[src/design/exec_slice_pkg.sv]
package exec_slice_pkg;

    // Opcode match values on the upper instruction bits, masked as noted.
    localparam logic [5:0] OP_SUBB_HI   = 6'h16;   // Bits 15:10 = 0101 10.
    localparam logic [5:0] OP_SWAP_HI   = 6'h0E;   // Bits 15:10 = 0011 10.
    localparam logic [5:0] OP_XORF_HI   = 6'h06;   // Bits 15:10 = 0001 10.
    localparam logic [6:0] OP_TST_HI    = 7'h33;   // Bits 15:9 = 0110 011.
    localparam logic [7:0] OP_XORL_HI   = 8'h0A;   // Bits 15:8 = 0000 1010.
    localparam logic [13:0] OP_TRD_HI   = 14'h0002; // Bits 15:2 = ...0010.
    localparam logic [13:0] OP_TWR_HI   = 14'h0003; // Bits 15:2 = ...0011.

    // Pointer modifier codes.
    localparam logic [1:0] PTR_NONE = 2'h0;
    localparam logic [1:0] PTR_POST_INC = 2'h1;
    localparam logic [1:0] PTR_POST_DEC = 2'h2;
    localparam logic [1:0] PTR_PRE_INC  = 2'h3;

    // Field positions inside the instruction word.
    localparam int DEST_BIT = 9;
    localparam int BANK_BIT = 8;

    // Reset values.
    localparam logic [7:0]  WORK_RESET = 8'h00;
    localparam logic [3:0]  BANK_RESET = 4'h0;
    localparam logic [20:0] TPTR_RESET = 21'h00_0000;

    // Access bank split: addresses below this map to bank 0, others to 15.
    localparam logic [7:0] ACCESS_SPLIT = 8'h80;

    // Index of the last quarter phase in an instruction cycle.
    localparam logic [1:0] Q_LAST = 2'h3;

    // Status flag positions in the status byte.
    localparam int FLAG_C  = 0;
    localparam int FLAG_HC = 1;
    localparam int FLAG_Z  = 2;
    localparam int FLAG_SW = 3;
    localparam int FLAG_N  = 4;

endpackage

[src/design/exec_slice.sv]
// Register access over Wishbone and the placing of the registers were left to the implementer.
`timescale 1ns/1ns
// Function
// RULE1: Subtract with borrow: file minus W minus notC.
// RULE2: Destination bit zero selects W, else file.
// RULE3: Bank bit zero uses access bank.
// RULE4: File address is instruction low byte.
// RULE5: Nibble swap to destination, flags untouched.
// RULE6: Table read fetches memory byte, two cycles.
// RULE7: Low bits pick pointer keep, inc, dec, preinc.
// RULE8: Table write puts latch at pointer byte.
// RULE9: Zero test skips next instruction as nop.
// RULE10: Skip costs one or two extra cycles.
// RULE11: XOR literal into W, flags N and Z.
// RULE12: XOR W with file to destination.
// RULE13: Subtract carry is not borrow; N, Z.
// RULE14: Decode Q1, read Q2, process Q3, write Q4.
module exec_slice
    import exec_slice_pkg::*;
(
    input  wire logic        clk_i,
    input  wire logic        rst_i,
    // Wishbone classic slave.
    input  wire logic        cyc_i,
    input  wire logic        stb_i,
    input  wire logic        we_i,
    input  wire logic [3:0]  adr_i,
    input  wire logic [3:0]  sel_i,
    input  wire logic [31:0] dat_i,
    output logic      [31:0] dat_o,
    output logic             ack_o,
    // Instruction fetch side.
    input  wire logic [15:0] instr_i,
    input  wire logic        instr_valid_i,
    input  wire logic        next_two_word_i,
    output logic             instr_ready_o,
    output logic             skip_o,
    // Data register file.
    output logic      [11:0] file_addr_o,
    input  wire logic [7:0]  file_rdata_i,
    output logic             file_we_o,
    output logic      [7:0]  file_wdata_o,
    // Program memory.
    output logic      [20:0] pm_addr_o,
    output logic             pm_rd_o,
    input  wire logic [7:0]  pm_rdata_i,
    output logic             pm_wr_o,
    output logic      [7:0]  pm_wdata_o,
    output logic      [1:0]  quarter_o
);

    // Register indexes on the bus (word addressed by adr_i[3:2]).
    localparam logic [1:0] R_WORK   = 2'h0;
    localparam logic [1:0] R_STATUS = 2'h1;
    localparam logic [1:0] R_BANK   = 2'h2;
    localparam logic [1:0] R_TPTR   = 2'h3;

    typedef enum logic [2:0] {
        S_IDLE, S_EXEC, S_TBL2, S_SKIP1, S_SKIP2
    } state_e;

    state_e      state_q;
    logic [1:0]  q_q;
    logic [15:0] ir_q;
    logic [7:0]  working_register_q;
    logic [4:0]  status_q;
    logic [3:0]  bank_q;
    logic [20:0] tptr_q;
    logic [7:0]  tlat_q;
    logic [7:0]  opnd_q;
    logic [7:0]  res_q;
    logic [4:0]  flg_q;
    logic [4:0]  flg_mask_q;
    logic        wr_w_q;
    logic        wr_f_q;
    logic        skip_q;
    logic        two_word_q;
    logic        ack_q;
    logic [31:0] dat_q;

    // Opcode decode helpers. Each one compares only the fixed opcode
    // bits, so the destination, bank and modifier fields pass through.
    function automatic logic is_subb(input logic [15:0] i);
        return i[15:10] == OP_SUBB_HI; // RULE1
    endfunction
    function automatic logic is_swap(input logic [15:0] i);
        return i[15:10] == OP_SWAP_HI; // RULE5
    endfunction
    function automatic logic is_xorf(input logic [15:0] i);
        return i[15:10] == OP_XORF_HI; // RULE12
    endfunction
    function automatic logic is_tst(input logic [15:0] i);
        return i[15:9] == OP_TST_HI; // RULE9
    endfunction
    function automatic logic is_xorl(input logic [15:0] i);
        return i[15:8] == OP_XORL_HI; // RULE11
    endfunction
    function automatic logic is_trd(input logic [15:0] i);
        return i[15:2] == OP_TRD_HI; // RULE6
    endfunction
    function automatic logic is_twr(input logic [15:0] i);
        return i[15:2] == OP_TWR_HI; // RULE8
    endfunction

    // Table pointer step for a modifier code.
    function automatic logic [20:0] ptr_step(input logic [20:0] p,
                                             input logic [1:0]  m);
        logic [20:0] r;
        r = p;
        if (m == PTR_POST_INC || m == PTR_PRE_INC) begin
            r = p + 21'h00_0001;
        end else if (m == PTR_POST_DEC) begin
            r = p - 21'h00_0001;
        end
        return r;
    endfunction

    // Banked address: access bank or bank select register.
    logic [11:0] faddr;
    always_comb begin
        if (ir_q[BANK_BIT]) begin
            faddr = {bank_q, ir_q[7:0]}; // RULE3 RULE4
        end else if (ir_q[7:0] < ACCESS_SPLIT) begin
            faddr = {4'h0, ir_q[7:0]}; // RULE3
        end else begin
            faddr = {4'hF, ir_q[7:0]}; // RULE3
        end
    end

    // Subtract with borrow datapath, computed from the latched operand.
    logic [8:0] diff;
    logic [4:0] ldiff;
    logic [7:0] subres;
    always_comb begin
        diff   = {1'b0, opnd_q} - {1'b0, working_register_q}
                 - {8'h00, ~status_q[FLAG_C]}; // RULE1
        ldiff  = {1'b0, opnd_q[3:0]} - {1'b0, working_register_q[3:0]}
                 - {4'h0, ~status_q[FLAG_C]};
        subres = diff[7:0];
    end

    // Quarter phase counter, one instruction cycle is four clocks.
    always_ff @(posedge clk_i) begin
        if (rst_i) begin
            q_q <= 2'h0;
        end else begin
            q_q <= q_q + 2'h1; // RULE14
        end
    end

    // Instruction sequencer.
    always_ff @(posedge clk_i) begin
        if (rst_i) begin
            state_q    <= S_IDLE;
            ir_q       <= 16'h0000;
            two_word_q <= 1'b0;
        end else if (q_q == Q_LAST) begin
            // A table operation or a skip holds the next take back by one
            // or two instruction cycles. The last of those cycles takes
            // the next word itself, so no idle cycle follows it.
            unique case (state_q)
                S_EXEC: begin
                    if (skip_q) begin
                        state_q    <= S_SKIP1; // RULE9 RULE10
                        two_word_q <= next_two_word_i;
                    end else if (is_trd(ir_q) || is_twr(ir_q)) begin
                        state_q <= S_TBL2; // RULE6
                    end else if (instr_valid_i) begin
                        state_q <= S_EXEC;
                        ir_q    <= instr_i;
                    end else begin
                        state_q <= S_IDLE;
                    end
                end
                S_SKIP1: begin
                    if (two_word_q) begin
                        state_q <= S_SKIP2; // RULE10
                    end else if (instr_valid_i) begin
                        state_q <= S_EXEC; // RULE10
                        ir_q    <= instr_i;
                    end else begin
                        state_q <= S_IDLE;
                    end
                end
                S_IDLE, S_TBL2, S_SKIP2: begin
                    if (instr_valid_i) begin
                        state_q <= S_EXEC;
                        ir_q    <= instr_i;
                    end else begin
                        state_q <= S_IDLE;
                    end
                end
            endcase
        end
    end

    // Operand read in Q2, process in Q3.
    always_ff @(posedge clk_i) begin
        if (rst_i) begin
            opnd_q     <= 8'h00;
            res_q      <= 8'h00;
            flg_q      <= 5'h00;
            flg_mask_q <= 5'h00;
            wr_w_q     <= 1'b0;
            wr_f_q     <= 1'b0;
            skip_q     <= 1'b0;
        end else if (state_q == S_EXEC && q_q == 2'h1) begin
            opnd_q <= is_xorl(ir_q) ? ir_q[7:0] : file_rdata_i; // RULE14
            skip_q <= 1'b0;
        end else if (state_q == S_EXEC && q_q == 2'h2) begin
            flg_mask_q <= 5'h00;
            wr_w_q     <= 1'b0;
            wr_f_q     <= 1'b0;
            if (is_subb(ir_q)) begin
                res_q              <= subres;
                flg_q[FLAG_C]      <= ~diff[8]; // RULE13
                flg_q[FLAG_HC]     <= ~ldiff[4];
                flg_q[FLAG_Z]      <= subres == 8'h00; // RULE13
                flg_q[FLAG_N]      <= subres[7]; // RULE13
                flg_q[FLAG_SW]     <= (opnd_q[7] != working_register_q[7])
                                      && (subres[7] != opnd_q[7]);
                flg_mask_q         <= 5'h1F; // RULE1
                wr_w_q             <= ~ir_q[DEST_BIT]; // RULE2
                wr_f_q             <= ir_q[DEST_BIT]; // RULE2
            end else if (is_swap(ir_q)) begin
                res_q  <= {opnd_q[3:0], opnd_q[7:4]}; // RULE5
                wr_w_q <= ~ir_q[DEST_BIT]; // RULE2
                wr_f_q <= ir_q[DEST_BIT];
            end else if (is_xorf(ir_q) || is_xorl(ir_q)) begin
                res_q         <= working_register_q ^ opnd_q; // RULE11 RULE12
                flg_q[FLAG_Z] <= (working_register_q ^ opnd_q) == 8'h00;
                flg_q[FLAG_N] <= (working_register_q[7] ^ opnd_q[7]);
                flg_mask_q    <= 5'h14; // RULE11 RULE12
                wr_w_q <= is_xorl(ir_q) | ~ir_q[DEST_BIT]; // RULE2
                wr_f_q <= is_xorf(ir_q) & ir_q[DEST_BIT];
            end else if (is_tst(ir_q)) begin
                skip_q <= opnd_q == 8'h00; // RULE9
            end
        end
    end

    // Working register: Q4 writeback or bus write.
    always_ff @(posedge clk_i) begin
        if (rst_i) begin
            working_register_q <= WORK_RESET;
        end else if (state_q == S_EXEC && q_q == Q_LAST && wr_w_q) begin
            working_register_q <= res_q; // RULE14 RULE2
        end else if (ack_q == 1'b0 && cyc_i && stb_i && we_i
                     && adr_i[3:2] == R_WORK && sel_i[0]) begin
            working_register_q <= dat_i[7:0];
        end
    end

    // Status flags: instruction updates only its own flags. The core's
    // writeback wins over a bus write that falls in the same cycle.
    always_ff @(posedge clk_i) begin
        if (rst_i) begin
            status_q <= 5'h00;
        end else if (state_q == S_EXEC && q_q == Q_LAST) begin
            status_q <= (status_q & ~flg_mask_q) | (flg_q & flg_mask_q);
        end else if (ack_q == 1'b0 && cyc_i && stb_i && we_i
                     && adr_i[3:2] == R_STATUS && sel_i[0]) begin
            status_q <= dat_i[4:0];
        end
    end

    // Bank select register.
    always_ff @(posedge clk_i) begin
        if (rst_i) begin
            bank_q <= BANK_RESET;
        end else if (ack_q == 1'b0 && cyc_i && stb_i && we_i
                     && adr_i[3:2] == R_BANK && sel_i[0]) begin
            bank_q <= dat_i[3:0];
        end
    end

    // Table pointer and latch. Pre-increment acts in the first cycle,
    // post modifiers after the access in the second cycle.
    always_ff @(posedge clk_i) begin
        if (rst_i) begin
            tptr_q <= TPTR_RESET;
            tlat_q <= 8'h00;
        end else if (state_q == S_EXEC && q_q == Q_LAST
                     && (is_trd(ir_q) || is_twr(ir_q))
                     && ir_q[1:0] == PTR_PRE_INC) begin
            tptr_q <= ptr_step(tptr_q, ir_q[1:0]); // RULE7
        end else if (state_q == S_TBL2 && q_q == Q_LAST) begin
            if (is_trd(ir_q)) begin
                tlat_q <= pm_rdata_i; // RULE6
            end
            if (ir_q[1:0] != PTR_PRE_INC) begin
                tptr_q <= ptr_step(tptr_q, ir_q[1:0]); // RULE7
            end
        end else if (ack_q == 1'b0 && cyc_i && stb_i && we_i
                     && adr_i[3:2] == R_TPTR) begin
            if (sel_i[0]) tptr_q[7:0]   <= dat_i[7:0];
            if (sel_i[1]) tptr_q[15:8]  <= dat_i[15:8];
            if (sel_i[2]) tptr_q[20:16] <= dat_i[20:16];
            if (sel_i[3]) tlat_q        <= dat_i[31:24];
        end
    end

    // Bus acknowledge and read data, one wait state.
    always_ff @(posedge clk_i) begin
        if (rst_i) begin
            ack_q <= 1'b0;
            dat_q <= 32'h0000_0000;
        end else begin
            ack_q <= cyc_i && stb_i && !ack_q;
            unique case (adr_i[3:2])
                R_WORK:   dat_q <= {24'h00_0000, working_register_q};
                R_STATUS: dat_q <= {27'h000_0000, status_q};
                R_BANK:   dat_q <= {28'h000_0000, bank_q};
                R_TPTR:   dat_q <= {tlat_q, 3'h0, tptr_q};
            endcase
        end
    end

    // Output drive. The take strobe also opens in the last cycle of a
    // table operation or a skip, so the next word follows without a gap.
    always_comb begin
        ack_o         = ack_q;
        dat_o         = dat_q;
        quarter_o     = q_q;
        file_addr_o   = faddr;
        file_wdata_o  = res_q;
        file_we_o     = state_q == S_EXEC && q_q == Q_LAST && wr_f_q;
        instr_ready_o = q_q == Q_LAST
                        && (state_q == S_IDLE || state_q == S_TBL2
                            || state_q == S_SKIP2
                            || (state_q == S_SKIP1 && !two_word_q)
                            || (state_q == S_EXEC && !skip_q
                                && !is_trd(ir_q) && !is_twr(ir_q)));
        skip_o        = state_q == S_SKIP1 || state_q == S_SKIP2; // RULE10
        pm_addr_o     = tptr_q; // RULE6 RULE8
        pm_rd_o       = state_q == S_TBL2 && is_trd(ir_q) && q_q == 2'h1;
        pm_wr_o       = state_q == S_TBL2 && is_twr(ir_q)
                        && q_q == Q_LAST; // RULE8
        pm_wdata_o    = tlat_q;
    end

endmodule

[config.mk]
export PLATFORM = sky130hd
export DESIGN_NAME = exec_slice
export DESIGN_NICKNAME = d
export VERILOG_FILES = /design/src/design/exec_slice_pkg.sv /design/src/design/exec_slice.sv
export SDC_FILE = /design/constraint.sdc
export NUM_CORES = 1
export LEC_CHECK = 0
export BUFFER_PORTS_ARGS = -buffer_cell sky130_fd_sc_hd__buf_4
export CORE_UTILIZATION = 47
export CTS_BUF_LIST = sky130_fd_sc_hd__clkbuf_4
export CTS_CLUSTER_SIZE = 10
export DETAILED_ROUTE_END_ITERATION = 7
export GPL_ROUTABILITY_DRIVEN = 1
export HOLD_SLACK_MARGIN = 0.15
export PLACE_DENSITY = 0.73
export REMOVE_ABC_BUFFERS = 1
export SLEW_MARGIN = 20
export SYNTH_ARGS = -nofsm -noshare
export SYNTH_HDL_FRONTEND = slang
export SYNTH_SLANG_ARGS = --single-unit
[constraint.sdc]
create_clock -name clk_i -period 3.3 [get_ports clk_i]
set_clock_uncertainty 0.15 [all_clocks]
set_input_delay 0.33 -clock clk_i [delete_from_list [all_inputs] [get_ports clk_i]]
set_output_delay 0.33 -clock clk_i [all_outputs]
set_load 0.05 [all_outputs]
==> metrics.md <==
| Metric | Value |
|---|---|
| Outcome | complete, no violations |
| Synth area leader | dfxtp_1 |
| Tot GR Track Use | 27.9% |
| Top Layer Used | met4 |
| Mapped Cells | 822 |
| RSZ-0062 raised after global routing | no |
| CTS tree | yes |
| Crit path DAT | 3360 ps |
| DP Wirelength | 14.7 mm |
| H-tree Lvls | 4 |
| Yosys warning count | 0 |
| Crit path largest cell delay | 660 ps |
| CP Buf/Inv Count | 1 |
| Die Span X | 124 microns |
| TritonRoute pass-1 iters | 5 |
| Period utilization | 90.9% |
| VDD IR-drop max | 211 uV |
| Wire length on met3 | 1.27 mm |
| WL final | 21.1 mm |
| Core footprint | 14500 sq um |
| Setup ws final | 300 ps |
| Seq pwr share | 53.3% |
| Gate power share | 13.7% |
| Tmin final | 3000 ps |
| Initial antenna violation count | 0 |
| Die Y-Extent | 124 microns |
| Critical path cell sequence | nand4_1, nor4_1, a32oi_1, or4_1, nand4_1, dlygate4sd3_1 |
| Cell Area, Synth | 6980 sq um |
| Row count | 44 |
| Pin count of the biggest net entering global routing | 55 |
| Capturing element type of the critical path | flop |
| WP data required | 3660 ps |
| Pint | 2010 uW |
| Post-route ant nets | 0 |
| Least-Margin Pin Slew | 719 ps |
| Crit path max-delay family | simple AND/OR/NAND/NOR gates |
| IO buf count | 159 |
| Critical path's slowest cell | nor4_1 |
| PD cells | 311 nW/um^2 |
| Metal1 wirelength | 8.85 mm |
| Avg WL per Cell | 17.2 microns |
| Full die area | 15400 sq um |
| Layout cells sized above 1 | 22.8% |
| DR WL met2 | 10.3 mm |
| Total I/O pin count | 168 |
| Number of synthesized flops with an enable pin | 0 |
| Seq cells post-synth | 124 |
| Post-synth ARST share | 0% |
| Layout Nets | 1134 |
| Placer Congestion | 0.943 |
| Global route overflow | 0 |
| Routed vias | 7151 |
| Area Overhead vs Synth | 32.2% |
| Final Util | 63.6% |
| Reg area | 2480 sq um |
| Placement Setup Slack | 588 ps |
| Initial Utilization | 48.1% |
| Worst min path class | in -> reg |
| Commonest non-fill, non-tap cell in the layout | buf_4 |
| Crit Path Class | reg -> reg |
| Fin cells | 1231 |
| Number of distinct library cells after synthesis | 77 |
| # clock sinks | 124 |
| Synth top area share | 35.5% |
| 1st-iter DRT viols | 616 |
| Register clock-pin slew on the reported worst setup and hold paths | 130 ps |
| Final setup vio count | 0 |
| Final Hold Fails | 0 |
| Drt drc | 0 |
| Antenna diodes | 0 |
| Area contributors post-synth | dfxtp_1 36%, mux2i_1 6.9%, nor2_1 3.9% |
| Sequential element share of the synthesized area | 35.5% |
| Vias in the first global route | 6619 |
| Sw Share | 30.1% |
| Most used cell along the critical path | nand4_1 |
| Crit path max fanout | 9 |
| Crit start category | flop |
| Area occupied by multi-input gates | 4010 sq um |
| Max Cap Viol | 0 |
| Most frequent cells in the layout | 181 x buf_4, 124 x dfxtp_1, 73 x nor2_1, 73 x dlygate4sd3_1, 66 x nand2_1 |
| Final slew viol count | 0 |
| Skew-Pair Late Insertion Delay | 570 ps |
| First-pass GRT wire length | 33.1 mm |
| Filler instances | 1254 |
| Longest Clk Path Bufs | 2 |
| F_max | 333 MHz |
| Top FF cell, synth | dfxtp_1 |
| TritonCTS buffer count | 17 |
| Psw | 866 uW |
| Max-slew headroom | 51.8% |
| Clk root buf | clkbuf_4 |
| Syn avg cell area | 8.50 sq um |
| Part of the power in the clock network | 33.0% |
| Vias/cell | 5.81 |
| Pleak | 0.00400 uW |
| Placed Instances | 1126 |
-- synthesized netlist by cell type, drive strengths merged, types with 4 or more instances --
cell type and instances:
a211oi 5, a21oi 43, a22oi 8, a311oi 27
a31oi 5, a32oi 5, and2 8, and3 18
and4 7, buf 35, clkbuf 28, dfxtp 124
ha 19, inv 46, mux2i 48, mux4 4
nand2 66, nand2b 9, nand3 33, nand3b 6
nand4 15, nor2 73, nor2b 10, nor3 23
nor3b 4, nor4 20, nor4b 4, o2111ai 6
o211ai 17, o21ai 20, o31a 6, o32ai 15
or2 5, or3 5, or4 11, xor2 4
-- per-stage QoR --
stage	hold WS [ps]	TNS (ps)	cell area [sq um]	total power, uW
4_1_cts	176	0	9240	2890
2_1_floorplan	247	-5940	6670	1730
3_3_place_gp	272	0	8260	1880
5_1_grt	235	0	9240	3000
3_5_place_dp	280	0	8260	1890
6_report	225	0	9240	2870
-- power groups by stage --
stage                     Sequential (uW)  Clock, uW  Combinational, uW
after global placement               1560          0                320
after global routing                 1530       1040                422
after floorplan                      1590          0                139
final                                1530        949                394
after detailed placement             1560          0                323
after CTS                            1530        969                388
-- cells by family after synthesis --
group | after synthesis | share of synthesized area (%)
adders and majority gates | 21 | 3.98
and+or+nand+nor | 329 | 25.6
muxes | 54 | 8.49
DFF | 124 | 35.5
xor gates and xnor gates | 7 | 0.878
buffers and inverters | 110 | 7.15
AOI/OAI and AO/OA | 176 | 18.3
other | 1 | 0.0537
-- registers in the layout, summed over array words and instances, names as in the netlist, named ones only --
signal              flops
dat_o                  29
pm_addr_o              21
ir_q                   16
file_wdata_o            8
opnd_q                  8
pm_wdata_o              8
working_register_q      8
flg_q                   5
bank_q                  4
state_q                 3
flg_mask_q              2
quarter_o               2
ack_o                   1
skip_q                  1
two_word_q              1
wr_f_q                  1
wr_w_q                  1
-- timing repair --
item / CTS / global route
hold buffers: 73 / 0
hold endpoints to repair: 81 / 0
resized for setup: 0 / 0
setup buffers: 0 / 0
-- area by class of cell --
class                   instances  share of cell area (%)
repair buffers                254                    22.6
flip-flops and latches        124                    26.9
clock buffers                  17                    1.38
well taps                     184                    2.49
multi-input cells             590                    43.5
inverters                      47                    1.91
clock inverters                15                    1.26
-- worst min-delay path: stages --
cell and delay [ps]:
buf_4 80, nand2_1 170, a32oi_1 220, o32ai_1 90
-- per-layer routing --
metal,GRT usage (%),vias to the layer above
met4,13.8,0
met1,33.8,3347
met2,47.3,265
li1,-,3482
met5,0,-
met3,5.31,57
-- worst paths after layout --
| kind | end | slack, ps | from | depth (start not counted) |
|---|---|---|---|---|
| hold / removal | pm_addr_o[8] | 230 | sel_i[1] | 4 |
| hold reg to reg | ack_o | 320 | ack_o | 1 |
| setup reg to reg | pm_addr_o[15] | 300 | pm_addr_o[4] | 6 |
| setup / recovery | pm_addr_o[15] | 300 | pm_addr_o[4] | 6 |
(Power assumes the default switching activity.)
